[src/hw/swrc_pkg.sv]
// Shared constants, types and decoding for the serial wiper register logic.
// Assumes a single 125 MHz system clock; all pins are sampled by that clock.
`default_nettype none

package swrc_pkg;

    // System clock and timing.
    localparam int unsigned CLK_FREQ_MHZ = 125;
    localparam int unsigned CLK_PERIOD_NS = 8;
    localparam int unsigned NV_WRITE_TIME_US = 10000;
    localparam int unsigned NV_WRITE_CYCLES = NV_WRITE_TIME_US * CLK_FREQ_MHZ;
    localparam int unsigned NV_CNT_W = 21;
    localparam int unsigned WIPER_SETTLE_NS = 40;
    localparam int unsigned WIPER_SETTLE_CYCLES =
        (WIPER_SETTLE_NS + CLK_PERIOD_NS - 1) / CLK_PERIOD_NS;

    // Register geometry and values after reset.
    localparam int unsigned POS_W = 10;
    localparam int unsigned TAP_COUNT = 1024;
    localparam int unsigned STORED_COUNT = 4;
    localparam logic [9:0] STORED_RESET = 10'h000;
    localparam logic [1023:0] TAP_SEL_RESET = 1024'h1;

    // Pin vector positions and their levels after reset.
    localparam int unsigned PIN_W = 7;
    localparam int unsigned PIN_CS = 0;
    localparam int unsigned PIN_SCK = 1;
    localparam int unsigned PIN_SI = 2;
    localparam int unsigned PIN_HOLD = 3;
    localparam int unsigned PIN_WP = 4;
    localparam int unsigned PIN_ADDR = 5;
    localparam logic [6:0] PIN_RESET = 7'h19;

    // Identification and instruction byte fields.
    localparam int unsigned ID_TYPE_MSB = 7;
    localparam int unsigned ID_TYPE_LSB = 4;
    localparam int unsigned ID_ZERO_BIT = 3;
    localparam int unsigned ID_ADDR_MSB = 2;
    localparam int unsigned ID_ADDR_LSB = 1;
    localparam int unsigned ID_DIR_BIT = 0;
    localparam int unsigned SEL_MSB = 3;
    localparam int unsigned SEL_LSB = 2;
    localparam logic [3:0] OP_WIPER_RD = 4'h8;
    localparam logic [3:0] OP_WIPER_WR = 4'ha;
    localparam logic [3:0] OP_STORED_RD = 4'ha;
    localparam logic [3:0] OP_STORED_WR = 4'hc;
    localparam logic [3:0] OP_XFR_TO_WIPER = 4'hc;
    localparam logic [3:0] OP_XFR_TO_STORED = 4'he;
    localparam logic [7:0] INSTR_STATUS_RD = 8'h41;
    localparam logic [3:0] BYTE_LAST = 4'h7;
    localparam logic [3:0] WORD_LAST = 4'hf;

    typedef enum logic [2:0] {
        CMD_NONE,
        CMD_WIPER_RD,
        CMD_WIPER_WR,
        CMD_STORED_RD,
        CMD_STORED_WR,
        CMD_XFR_TO_WIPER,
        CMD_XFR_TO_STORED,
        CMD_STATUS_RD
    } swrc_cmd_t;

    typedef enum logic [2:0] {
        ST_IDLE,
        ST_ID,
        ST_INSTR,
        ST_DATA,
        ST_DONE,
        ST_IGNORE
    } swrc_state_t;

    function automatic swrc_cmd_t decode_cmd(input logic rd,
                                             input logic [7:0] instr);
        logic [3:0] op;
        logic low_zero;
        logic sel_zero;
        op = instr[7:4];
        low_zero = (instr[1:0] == 2'h0);
        sel_zero = (instr[3:2] == 2'h0);
        decode_cmd = CMD_NONE;
        if (rd && instr == INSTR_STATUS_RD) begin
            decode_cmd = CMD_STATUS_RD;
        end else if (low_zero) begin
            if (rd && op == OP_WIPER_RD && sel_zero) begin
                decode_cmd = CMD_WIPER_RD;
            end else if (!rd && op == OP_WIPER_WR && sel_zero) begin
                decode_cmd = CMD_WIPER_WR;
            end else if (rd && op == OP_STORED_RD) begin
                decode_cmd = CMD_STORED_RD;
            end else if (!rd && op == OP_STORED_WR) begin
                decode_cmd = CMD_STORED_WR;
            end else if (rd && op == OP_XFR_TO_WIPER) begin
                decode_cmd = CMD_XFR_TO_WIPER;
            end else if (!rd && op == OP_XFR_TO_STORED) begin
                decode_cmd = CMD_XFR_TO_STORED;
            end
        end
    endfunction

endpackage

`default_nettype wire

[src/hw/swrc_pin_filter.sv]
// Three-stage pin synchroniser with an agreement filter.
// Assumes asynchronous pins; the output moves only when stages two and three
// agree, so a single-cycle glitch after the first stage is never passed on.
`default_nettype none

module swrc_pin_filter #(
    parameter int unsigned W = 1,
    parameter logic [W-1:0] RST = '0
) (
    // Clock and reset.
    input wire logic clk,
    input wire logic arst_n,
    // Raw pins and filtered levels.
    input wire logic [W-1:0] pin_in,
    output logic [W-1:0] level_q
);

    logic [W-1:0] s1_q;
    logic [W-1:0] s2_q;
    logic [W-1:0] s3_q;

    always_ff @(posedge clk or negedge arst_n) begin
        if (!arst_n) begin
            s1_q <= RST;
            s2_q <= RST;
            s3_q <= RST;
        end else begin
            s1_q <= pin_in;
            s2_q <= s1_q;
            s3_q <= s2_q;
        end
    end

    always_ff @(posedge clk or negedge arst_n) begin
        if (!arst_n) begin
            level_q <= RST;
        end else begin
            for (int i = 0; i < int'(W); i++) begin
                if (s2_q[i] == s3_q[i]) begin
                    level_q[i] <= s3_q[i];
                end
            end
        end
    end

endmodule

`default_nettype wire

[src/hw/swrc_top.sv]
// Serial command logic of a single resistor tap selector with four stored
// positions. Assumes every pin arrives asynchronously to clk and that the
// serial clock is much slower than clk (at least four clk cycles per phase).
// Contract
// - Input bits are sampled on the serial clock rising edge.
// - Wiper value decodes to exactly one of 1024 tap switches.
// - After reset the wiper loads from stored position zero.
// - Four 10-bit stored positions, readable, writable, exchangeable.
// - Every stored-position change is a write cycle of at most 10 ms.
// - Read-only busy flag is 1 during a write cycle, else 0.
// - First byte after select falls is the identification byte.
// - Address bits must match the address pins or the command is dropped.
// - Identification LSB gives direction, 1 read and 0 write.
// - Instruction byte holds opcode, then two register select bits.
// - Wiper read is 1/0x80; wiper write is 0/0xa0 with data.
// - Stored read is 1/0xa_; stored write is 0/0xc_ and non-volatile.
// - 1/0xc_ copies stored to wiper; 0/0xe_ copies wiper to stored.
// - Status read 1/0x41 returns busy in the LSB, other bits zero.
// - Reads, writes and status use four bytes: id, instruction, two data.
// - Both transfer commands end after id and instruction bytes.
// - Wiper loads reach the tap after a settle delay; saves take time.
// - Saves start, and busy rises, only when select rises after completion.
// - Read data shifts out on falling edges; output off while deselected.
// - Protect input low blocks all stored-position writes.
// - Pause low freezes the sequence without resetting it.
`default_nettype none

module swrc_top #(
    parameter int unsigned NV_WRITE_CYCLES = swrc_pkg::NV_WRITE_CYCLES,
    parameter logic [3:0] TYPE_ID = 4'h9 // Arbitrary value.
) (
    // Clock and reset.
    input wire logic clk,
    input wire logic arst_n,
    // Serial bus pins.
    input wire logic cs_n,
    input wire logic sck,
    input wire logic si,
    input wire logic hold_n,
    input wire logic wp_n,
    input wire logic [1:0] slave_address_bits,
    output logic so,
    output logic so_oe,
    // Tap switch enables.
    output logic [1023:0] tap_sel_q
);

    logic [6:0] pins;
    logic [6:0] pin_lvl;
    logic cs_lvl;
    logic sck_lvl;
    logic si_lvl;
    logic hold_lvl;
    logic wp_lvl;
    logic [1:0] addr_lvl;
    logic cs_prev_q;
    logic sck_prev_q;
    logic cs_fall;
    logic cs_rise;
    logic sck_rise;
    logic sck_fall;
    swrc_pkg::swrc_state_t state_q;
    swrc_pkg::swrc_cmd_t cmd_q;
    swrc_pkg::swrc_cmd_t cmd_d;
    logic [3:0] bit_cnt_q;
    logic [15:0] in_q;
    logic [15:0] in_d;
    logic dir_rd_q;
    logic [1:0] sel_q;
    logic [15:0] shout_q;
    logic so_q;
    logic [9:0] wiper_position_q;
    logic [9:0] stored_position_q [4];
    logic load_pending_q;
    logic exec;
    logic nv_start;
    logic wiper_we;
    logic [9:0] wiper_wdata;
    logic write_state_q;
    logic [20:0] nv_cnt_q;
    logic settle_pend_q;
    logic [3:0] settle_cnt_q;

    assign pins = {slave_address_bits, wp_n, hold_n, si, sck, cs_n};

    swrc_pin_filter #(
        .W(swrc_pkg::PIN_W),
        .RST(swrc_pkg::PIN_RESET)
    ) u_pins (
        .clk(clk),
        .arst_n(arst_n),
        .pin_in(pins),
        .level_q(pin_lvl)
    );

    assign cs_lvl = pin_lvl[swrc_pkg::PIN_CS];
    assign sck_lvl = pin_lvl[swrc_pkg::PIN_SCK];
    assign si_lvl = pin_lvl[swrc_pkg::PIN_SI];
    assign hold_lvl = pin_lvl[swrc_pkg::PIN_HOLD];
    assign wp_lvl = pin_lvl[swrc_pkg::PIN_WP];
    assign addr_lvl = pin_lvl[swrc_pkg::PIN_ADDR +: 2];

    always_ff @(posedge clk or negedge arst_n) begin
        if (!arst_n) begin
            cs_prev_q <= 1'b1;
            sck_prev_q <= 1'b0;
        end else begin
            cs_prev_q <= cs_lvl;
            sck_prev_q <= sck_lvl;
        end
    end

    // Serial clock edges count only while selected and not paused.
    assign cs_fall = cs_prev_q && !cs_lvl;
    assign cs_rise = !cs_prev_q && cs_lvl;
    assign sck_rise = !cs_lvl && hold_lvl && sck_lvl && !sck_prev_q;
    assign sck_fall = !cs_lvl && hold_lvl && !sck_lvl && sck_prev_q;

    assign in_d = {in_q[14:0], si_lvl};
    assign cmd_d = swrc_pkg::decode_cmd(dir_rd_q, in_d[7:0]);

    // Sequencer. Nothing runs until a select falling edge has been seen.
    always_ff @(posedge clk or negedge arst_n) begin
        if (!arst_n) begin
            state_q <= swrc_pkg::ST_IDLE;
            bit_cnt_q <= 4'h0;
            in_q <= 16'h0000;
            dir_rd_q <= 1'b0;
            sel_q <= 2'h0;
            cmd_q <= swrc_pkg::CMD_NONE;
        end else if (cs_rise) begin
            state_q <= swrc_pkg::ST_IDLE;
        end else if (cs_fall) begin
            state_q <= swrc_pkg::ST_ID;
            bit_cnt_q <= 4'h0;
        end else if (sck_rise) begin
            in_q <= in_d;
            bit_cnt_q <= bit_cnt_q + 4'h1;
            case (state_q)
                swrc_pkg::ST_ID: begin
                    if (bit_cnt_q == swrc_pkg::BYTE_LAST) begin
                        bit_cnt_q <= 4'h0;
                        dir_rd_q <= in_d[swrc_pkg::ID_DIR_BIT];
                        if (in_d[swrc_pkg::ID_TYPE_MSB:swrc_pkg::ID_TYPE_LSB]
                                == TYPE_ID
                                && !in_d[swrc_pkg::ID_ZERO_BIT]
                                && in_d[swrc_pkg::ID_ADDR_MSB:
                                        swrc_pkg::ID_ADDR_LSB]
                                == addr_lvl) begin
                            state_q <= swrc_pkg::ST_INSTR;
                        end else begin
                            state_q <= swrc_pkg::ST_IGNORE;
                        end
                    end
                end
                swrc_pkg::ST_INSTR: begin
                    if (bit_cnt_q == swrc_pkg::BYTE_LAST) begin
                        bit_cnt_q <= 4'h0;
                        cmd_q <= cmd_d;
                        sel_q <= in_d[swrc_pkg::SEL_MSB:swrc_pkg::SEL_LSB];
                        case (cmd_d)
                            swrc_pkg::CMD_NONE:
                                state_q <= swrc_pkg::ST_IGNORE;
                            swrc_pkg::CMD_XFR_TO_WIPER,
                            swrc_pkg::CMD_XFR_TO_STORED:
                                state_q <= swrc_pkg::ST_DONE;
                            default:
                                state_q <= swrc_pkg::ST_DATA;
                        endcase
                    end
                end
                swrc_pkg::ST_DATA: begin
                    if (bit_cnt_q == swrc_pkg::WORD_LAST) begin
                        state_q <= swrc_pkg::ST_DONE;
                    end
                end
                default: begin
                    bit_cnt_q <= bit_cnt_q;
                    in_q <= in_q;
                end
            endcase
        end
    end

    // Read data: loaded after the instruction byte, shifted on falling edges.
    always_ff @(posedge clk or negedge arst_n) begin
        if (!arst_n) begin
            shout_q <= 16'h0000;
            so_q <= 1'b0;
        end else if (sck_rise && state_q == swrc_pkg::ST_INSTR
                     && bit_cnt_q == swrc_pkg::BYTE_LAST) begin
            case (cmd_d)
                swrc_pkg::CMD_WIPER_RD:
                    shout_q <= {6'h00, wiper_position_q};
                swrc_pkg::CMD_STORED_RD:
                    shout_q <= {6'h00, stored_position_q[in_d[3:2]]};
                swrc_pkg::CMD_STATUS_RD:
                    shout_q <= {15'h0000, write_state_q};
                default:
                    shout_q <= 16'h0000;
            endcase
        end else if (sck_fall && state_q == swrc_pkg::ST_DATA
                     && dir_rd_q) begin
            so_q <= shout_q[15];
            shout_q <= {shout_q[14:0], 1'b0};
        end
    end

    assign so = so_q;
    assign so_oe = !cs_lvl && hold_lvl && dir_rd_q
                   && state_q == swrc_pkg::ST_DATA;

    // Commands act only when select rises after a complete sequence.
    assign exec = cs_rise && state_q == swrc_pkg::ST_DONE;
    assign nv_start = exec && wp_lvl && !write_state_q
                      && (cmd_q == swrc_pkg::CMD_STORED_WR
                          || cmd_q == swrc_pkg::CMD_XFR_TO_STORED);

    always_comb begin
        wiper_we = 1'b0;
        wiper_wdata = in_q[9:0];
        if (exec && cmd_q == swrc_pkg::CMD_WIPER_WR) begin
            wiper_we = 1'b1;
        end else if (exec && cmd_q == swrc_pkg::CMD_XFR_TO_WIPER) begin
            wiper_we = 1'b1;
            wiper_wdata = stored_position_q[sel_q];
        end
    end

    // The wiper copy of stored position zero is taken one cycle after reset.
    always_ff @(posedge clk or negedge arst_n) begin
        if (!arst_n) begin
            load_pending_q <= 1'b1;
            wiper_position_q <= swrc_pkg::STORED_RESET;
        end else if (load_pending_q) begin
            load_pending_q <= 1'b0;
            wiper_position_q <= stored_position_q[0];
        end else if (wiper_we) begin
            wiper_position_q <= wiper_wdata;
        end
    end

    // Stored positions. Reset stands in for the contents kept across power.
    always_ff @(posedge clk or negedge arst_n) begin
        if (!arst_n) begin
            for (int i = 0; i < int'(swrc_pkg::STORED_COUNT); i++) begin
                stored_position_q[i] <= swrc_pkg::STORED_RESET;
            end
        end else if (nv_start) begin
            if (cmd_q == swrc_pkg::CMD_STORED_WR) begin
                stored_position_q[sel_q] <= in_q[9:0];
            end else begin
                stored_position_q[sel_q] <= wiper_position_q;
            end
        end
    end

    // Write cycle timer. A save requested while busy is dropped, since the
    // array cannot take a second high-voltage cycle on top of the first.
    always_ff @(posedge clk or negedge arst_n) begin
        if (!arst_n) begin
            write_state_q <= 1'b0;
            nv_cnt_q <= 21'h0;
        end else if (nv_start) begin
            write_state_q <= 1'b1;
            nv_cnt_q <= 21'h0;
        end else if (write_state_q) begin
            if (nv_cnt_q == 21'(NV_WRITE_CYCLES - 1)) begin
                write_state_q <= 1'b0;
            end else begin
                nv_cnt_q <= nv_cnt_q + 21'h1;
            end
        end
    end

    // Tap follows the wiper after the settle delay.
    always_ff @(posedge clk or negedge arst_n) begin
        if (!arst_n) begin
            settle_pend_q <= 1'b0;
            settle_cnt_q <= 4'h0;
            tap_sel_q <= swrc_pkg::TAP_SEL_RESET;
        end else if (load_pending_q || wiper_we) begin
            settle_pend_q <= 1'b1;
            settle_cnt_q <= 4'(swrc_pkg::WIPER_SETTLE_CYCLES);
        end else if (settle_pend_q) begin
            if (settle_cnt_q == 4'h1) begin
                settle_pend_q <= 1'b0;
                tap_sel_q <= 1024'h1 << wiper_position_q;
            end else begin
                settle_cnt_q <= settle_cnt_q - 4'h1;
            end
        end
    end
endmodule

`default_nettype wire

[config.mk]
export PLATFORM = sky130hd
export DESIGN_NAME = swrc_top
export DESIGN_NICKNAME = d
export VERILOG_FILES = /design/src/hw/swrc_pkg.sv /design/src/hw/swrc_pin_filter.sv /design/src/hw/swrc_top.sv
export SDC_FILE = /design/constraint.sdc
export NUM_CORES = 2
export LEC_CHECK = 0
export ABC_AREA = 1
export BUFFER_PORTS_ARGS = -buffer_cell sky130_fd_sc_hd__buf_2
export CAP_MARGIN = 0
export CORE_AREA = 2 2 409 411
export CTS_CLUSTER_DIAMETER = 100
export CTS_CLUSTER_SIZE = 16
export DETAILED_ROUTE_END_ITERATION = 10
export DIE_AREA = 0 0 411 413
export PLACE_DENSITY = 0.5
export SETUP_SLACK_MARGIN = 0.3
export SLEW_MARGIN = 20
export SYNTH_ARGS = -nofsm -noshare
export SYNTH_HDL_FRONTEND = slang
export SYNTH_SLANG_ARGS = --single-unit
[constraint.sdc]
create_clock -name clk -period 4.3 [get_ports clk]
set_clock_uncertainty 0.05 [all_clocks]
set_input_delay 0.215 -clock clk [delete_from_list [all_inputs] [get_ports clk]]
set_output_delay 0.215 -clock clk [all_outputs]
set_load 0.02 [all_outputs]
Yosys cells after proc, flatten, opt, wreduce, memory -nomap -nowiden:

Index checks and enable logic that the tools add are counted.

* output and inout bits: 1026
* logic and storage cells: 196
* register bits: 1172
* input bits: 9

* eq/ne operators: 36
* $add $sub $neg: 3
* shifts and indexed selects: 1
* multiplexer cells: 53
* reductions and logical operators: 63
* bitwise operators: 6
* magnitude comparators: 3

Operator list (count)
* 1-bit by 10-bit << shifter with 1024-bit output, first input constant: 1
* 10-bit 2-to-1 mux: 9
* 40-bit bitwise mux: 2
* 21-bit 2-to-1 mux: 3
* 3-bit 2-to-1 mux: 15
* 10-bit binary-select mux with 2-bit select: 2
* 40-bit 2-to-1 mux: 1
* 16-bit 2-to-1 mux: 2
* 1-bit logical AND: 31
* 10-bit case mux with 3 select lines: 1
* 4-bit == test, second input constant: 6
* 4-bit 2-to-1 mux: 6
* 21-bit by 1-bit adder with 21-bit output, second input constant: 1
* 21-bit == test, second input constant: 1
* 3-bit == test, second input constant: 7
* 10-bit demux with 2-bit select: 1
* 5-bit AND reduction: 3
* 3-bit by 2-bit == test with 1-bit output, second input constant: 4
* 4-bit inequality test, second input constant: 3
* 2-bit nonzero test: 5
* 3-bit case mux with 3 select lines: 1
* 8-bit by 7-bit == test with 1-bit output, second input constant: 1
* 1-bit 2-to-1 mux: 8
* 4-bit case mux with 2 select lines: 1
* 24 further kinds: 50

Depth between registers and ports, before layout:

* word-level depth: 18
* gate-level depth with buffers: 16
* gate-level depth less buffers: 15

Hierarchy:

Synthesis repeated with hierarchy kept, for this count alone.

* cells, all modules: 5152
* area total of the unflattened synthesis: 48499.0 um2

By module, submodules not included
* swrc_top: area an instance 47669.5 um2, times used 1, cells each 5096
* swrc_pin_filter: area an instance 829.5 um2, times used 1, cells each 56

Least setup slack after synthesis:

Ideal clock, no wire load.

* path type: flip-flop to flip-flop
* start: register u_pins.level_q[0]
* end: register tap_sel_q[587]
* data arrival time: 1.956 ns
* cell stages (with the launch flop): 11
* setup slack: 2.166 ns
* data required time: 4.123 ns
* library setup time: 0.127 ns
* cell sequence: dfstp_2 ha_1 nand3_2 inv_2 nand4_4 nand2_2 nor2_4 nand3_1 clkbuf_1 buf_2 o22ai_2

* word-level cells in the longest chain between the ends: 8
* elaborated cells between the ends (all ways): 9
* classes of those cells: 2 x mux; 1 x bitwise; 6 x reduce/logical

Ends and longest elaborated chain
* from (decl): line swrc_pin_filter.sv:15 `output logic [W-1:0] level_q`
* from (signal, indexed assignment): line swrc_pin_filter.sv:40 `level_q[i] <= s3_q[i];`
* 1-bit logical AND (*): line swrc_top.sv:115 `assign cs_rise = !cs_prev_q && cs_lvl;`
* 1-bit logical AND (*): line swrc_top.sv:214 `assign exec = cs_rise && state_q == swrc_pkg::ST_DONE;`
* 1-bit logical AND: line swrc_top.sv:224 `end else if (exec && cmd_q == swrc_pkg::CMD_XFR_TO_WIPER) begin`
* 1-bit 2-to-1 mux: line swrc_top.sv:224
* 1-bit 2-to-1 mux (*): line swrc_top.sv:222 `if (exec && cmd_q == swrc_pkg::CMD_WIPER_WR) begin`
* 1-bit logical OR (*): line swrc_top.sv:282 `end else if (load_pending_q || wiper_we) begin`
* 1-bit NOT (no source line) (*)
* 3-bit AND reduction (no source line) (*)
* to (signal assigned): line swrc_top.sv:281 `tap_sel_q <= swrc_pkg::TAP_SEL_RESET;`
* to (signal assigned): line swrc_top.sv:288 `tap_sel_q <= 1024'h1 << wiper_position_q;`
* to (decl): line swrc_top.sv:45 `output logic [1023:0] tap_sel_q`

Every way passes the cells marked *; elsewhere a longest branch is shown, timed or not.
A chain may end at the register's enable or synchronous reset.

Worst setup path after layout:

* start: register cs_prev_q
* end: register tap_sel_q[365]

* word-level cells in the longest chain between the ends: 9
* elaborated cells between the ends (all ways): 10
* classes of those cells: 2 x mux; 1 x bitwise; 7 x reduce/logical

Ends and longest elaborated chain
* from (decl): line swrc_top.sv:56 `logic cs_prev_q;`
* from (signal assigned): line swrc_top.sv:108 `cs_prev_q <= cs_lvl;`
* 1-bit zero test (*): line swrc_top.sv:115
* 1-bit logical AND (*): line swrc_top.sv:115
* 1-bit logical AND (*): line swrc_top.sv:214
* 1-bit logical AND: line swrc_top.sv:224
* 1-bit 2-to-1 mux: line swrc_top.sv:224
* 1-bit 2-to-1 mux (*): line swrc_top.sv:222
* 1-bit logical OR (*): line swrc_top.sv:282
* 1-bit NOT (no source line) (*)
* 3-bit AND reduction (no source line) (*)

Marked as above.

==> summary.txt <==
Floorplanning
  – Row cnt: 150
  – Core area: around 170000 um2
  – Initial Util: between 30% and 40%
  – Die height: 413 um
  – Ports: between 1000 and 1500
  – DIE AREA: approximately 170000 um2
  – Die width: 411 um

Worst setup path
  – Crit path DAT: 4030 ps
  – Endpoint class of the critical path: flip-flop
  – Worst r2r src: cs_prev_q$_DFF_PN1_
  – CP max FO: 166
  – Crit-path cells: inv_1 -> ha_1 -> nand3_2 -> inv_2 -> nand4_4 -> nand2_2 -> nor2_4 -> inv_2 -> nor3_4 -> buf_4 -> buf_12 -> o22ai_1
  – Setup CP Type: reg2reg
  – Most frequent cell on the critical path: inv_2
  – Crit-path max cell delay: about 530 ps
  – Startpoint Class: flip-flop
  – Slowest cell on the critical path: dfstp_2
  – WP data required: 4820 ps
  – CP Launch Point: cs_prev_q$_DFF_PN1_

Cells and area
  – Area Growth Syn to Fin: 19.6%
  – Commonest non-fill, non-tap cells in the layout: dfrtp_1 (1153), inv_1 (1105), buf_2 (1033)
  – Multi-input gate area: 15700 um2
  – Nets: 6031
  – Most common cell after layout, fill and taps aside: dfrtp_1
  – Sequential cell area: 29400 um2
  – Share of layout cells above drive strength 1: around 29%
  – Fill cells: between 15000 and 20000

Hold path
  – Worst Hold Class: in2async

Timing
  – Setup-failing EPs final: 0
  – RSZ-0062 raised after global routing: no
  – Final hold vios: 0
  – Period utilisation layout: about 82%
  – Setup TNS: 0 ps
  – Max-slew violations: 0
  – Clock period minus worst slack: roughly 3500 ps
  – Fmax: ~280 MHz
  – Worst slew pin tran: 1240 ps
  – Relative max-transition margin: 17.2%

Detailed routing
  – Wirelength per Cell: around 28 um
  – Vias after detailed routing: 42758
  – DR iter-0 viols: 4747
  – DRT Pass-1 Iters: 6
  – DR DRC count: 0
  – Routed vias/inst: 5.19
  – Final wirelength: 230 mm
  – Final ANT Viol Nets: 0

GRT
  – Vias in the first global route: around 40000
  – First-pass GRT wire length: 318 mm
  – GRT Overall Usage: 25.9%
  – Total global routing overflow: 0
  – Largest net degree at the start of global routing: 167
  – Initial antenna violation count: 18

Power and ir drop
  – Pwr Density: between 300 and 400 nW/um2
  – Static Leak: 28.2 nW
  – Final total power: 21.8 mW
  – Peak supply drop: between 0.3 and 0.4 mV

Synth
  – Yosys top cell area share: 56.6%
  – Seq/Total Area, Yosys: between 50% and 60%
  – Syn Inst Count: 5141
  – Netlist cell types: 43
  – Avg Cell Area, Syn: roughly 10 um2
  – Yosys reg bits: 1172
  – Most used DFF post-synth: dfrtp_1
  – Yosys top cell by area: dfrtp_1
  – EDFF count, synth: 0
  – Yosys warns: 0
  – Largest cells by area after synthesis: dfrtp_1 (57%), o22ai_2 (9.8%), inv_1 (8.1%)
  – Syn_nets: 5156
  – Netlist area before placement: roughly 51000 um2
  – Asr flop ratio synth: 100%

Clock tree
  – Post-CTS Setup Inserts: 0
  – CTS max path bufs: 3
  – Root Buffer: clkbuf_16
  – Inserted Clock Buffers: 87
  – Clock Sink Count: 1172
  – Clk slew on worst S/H paths: 70 ps
  – Gates resized, CTS repair: 0
  – Max H-tree Level: 3
  – Worst-skew pair later-pin latency: 740 ps
  – CTS tree: yes
  – Hold_buf cts: 8

Run
  – Max_cap viols: 0

Place
  – Dpl hpwl: 161 mm
  – Port-buffer cells: 1034
  – RePlAce Congestion: ~0.88

Status
  – Outcome: finished, final reports clean
## per-stage QoR
stage	area [um2]	worst slack, ps	hold slack [ps]	std cells	utilization, %
2_1_floorplan	51200	2170	-131	5141	-
3_3_place_gp	58700	907	275	8123	35.4
3_5_place_dp	58700	912	277	8123	35.4
4_1_cts	61200	862	21.2	8242	36.9
5_1_grt	61200	671	58.3	8242	36.9
6_report	61200	782	86.4	8246	36.9
## cell families after synthesis
logic type	after synthesis	synth area share, %
buffers and inverters	1511	12.3
AOI/OAI and AO/OA	1225	19.5
and+or+nand+nor	1210	10.4
DFF	1172	57.3
adders and majority gates	13	0.284
xor gates and xnor gates	9	0.154
other	1	0.00733
## cell type report
cell class | count | share of cell area (%)
clock inverter | 13 | 0.292
inverter | 1115 | 6.86
antenna | 4 | 0.0163
clock buffer | 98 | 3.66
multi-input combinational | 2458 | 25.6
timing repair buffer | 1182 | 11.1
sequential | 1172 | 48.0
tap | 2204 | 4.50
## worst max-delay path: cells and delay by family (launching register included)
kind / cells / cell delay (ps)
AOI/OAI and AO/OA: 1 / 180
adders and majority gates: 1 / 190
buffers and inverters: 5 / 1120
DFF: 1 / 530
and+or+nand+nor: 5 / 900
## registers in the layout (all words and copies together) (netlist names), 2 cells and up
| signal | count |
|---|---|
| shout_q | 16 |
| bit_cnt_q | 4 |
| tap_sel_q | 1024 |
| wiper_position_q | 10 |
| sel_q | 2 |
| u_pins.s1_q | 7 |
| nv_cnt_q | 21 |
| in_q | 10 |
| u_pins.s3_q | 7 |
| stored_position_q | 40 |
| cmd_q | 3 |
| u_pins.level_q | 7 |
| state_q | 3 |
| u_pins.s2_q | 7 |
| settle_cnt_q | 4 |
## path summary, 6_finish.rpt
path,end,slack (ps),cells after the start
min in group clk,u_pins.s1_q[1]$_DFF_PN0_,90,2
worst min-delay path,tap_sel_q[520]$_DFFE_PN0P_,90,2
worst max register to register,tap_sel_q[365]$_DFFE_PN0P_,780,12
worst max-delay path,tap_sel_q[365]$_DFFE_PN0P_,780,12
worst min register to register,u_pins.s2_q[1]$_DFF_PN0_,300,0
max in group asynchronous,tap_sel_q[7]$_DFFE_PN0P_,2850,3
## synth_stat cells, types with 2 or more instances
cell type,n
dfrtp_1,1157
inv_1,1105
o22ai_1,639
nand2_1,543
o22ai_2,400
nor2_1,271
nand3_1,195
clkbuf_1,169
nand4_1,164
buf_2,155
o21ai_0,105
a21oi_1,52
buf_6,46
buf_4,20
dfstp_2,15
nor3_1,14
a31oi_1,11
nor4_1,8
maj3_1,7
buf_1,6
ha_1,6
xor2_1,6
a22oi_1,5
clkinv_1,5
inv_2,5
o31ai_1,5
nor2_2,3
nor3_2,3
o21ai_1,3
xnor2_1,3
a22o_1,2
nand2_2,2
## layer usage
layer / global-route usage (%) / part of all wire, %
met5: 0 / 0.0091
met4: 12.7 / 5.5
met3: 6.02 / 7.4
met2: 38.8 / 44
met1: 35.2 / 43
## power by group
group          total [mW]  switching, mW  internal (mW)
Combinational        2.51           1.96          0.549
Clock                8.02           4.28           3.75
Sequential           11.3          0.117           11.2
Power figures use the tool's default switching activity.
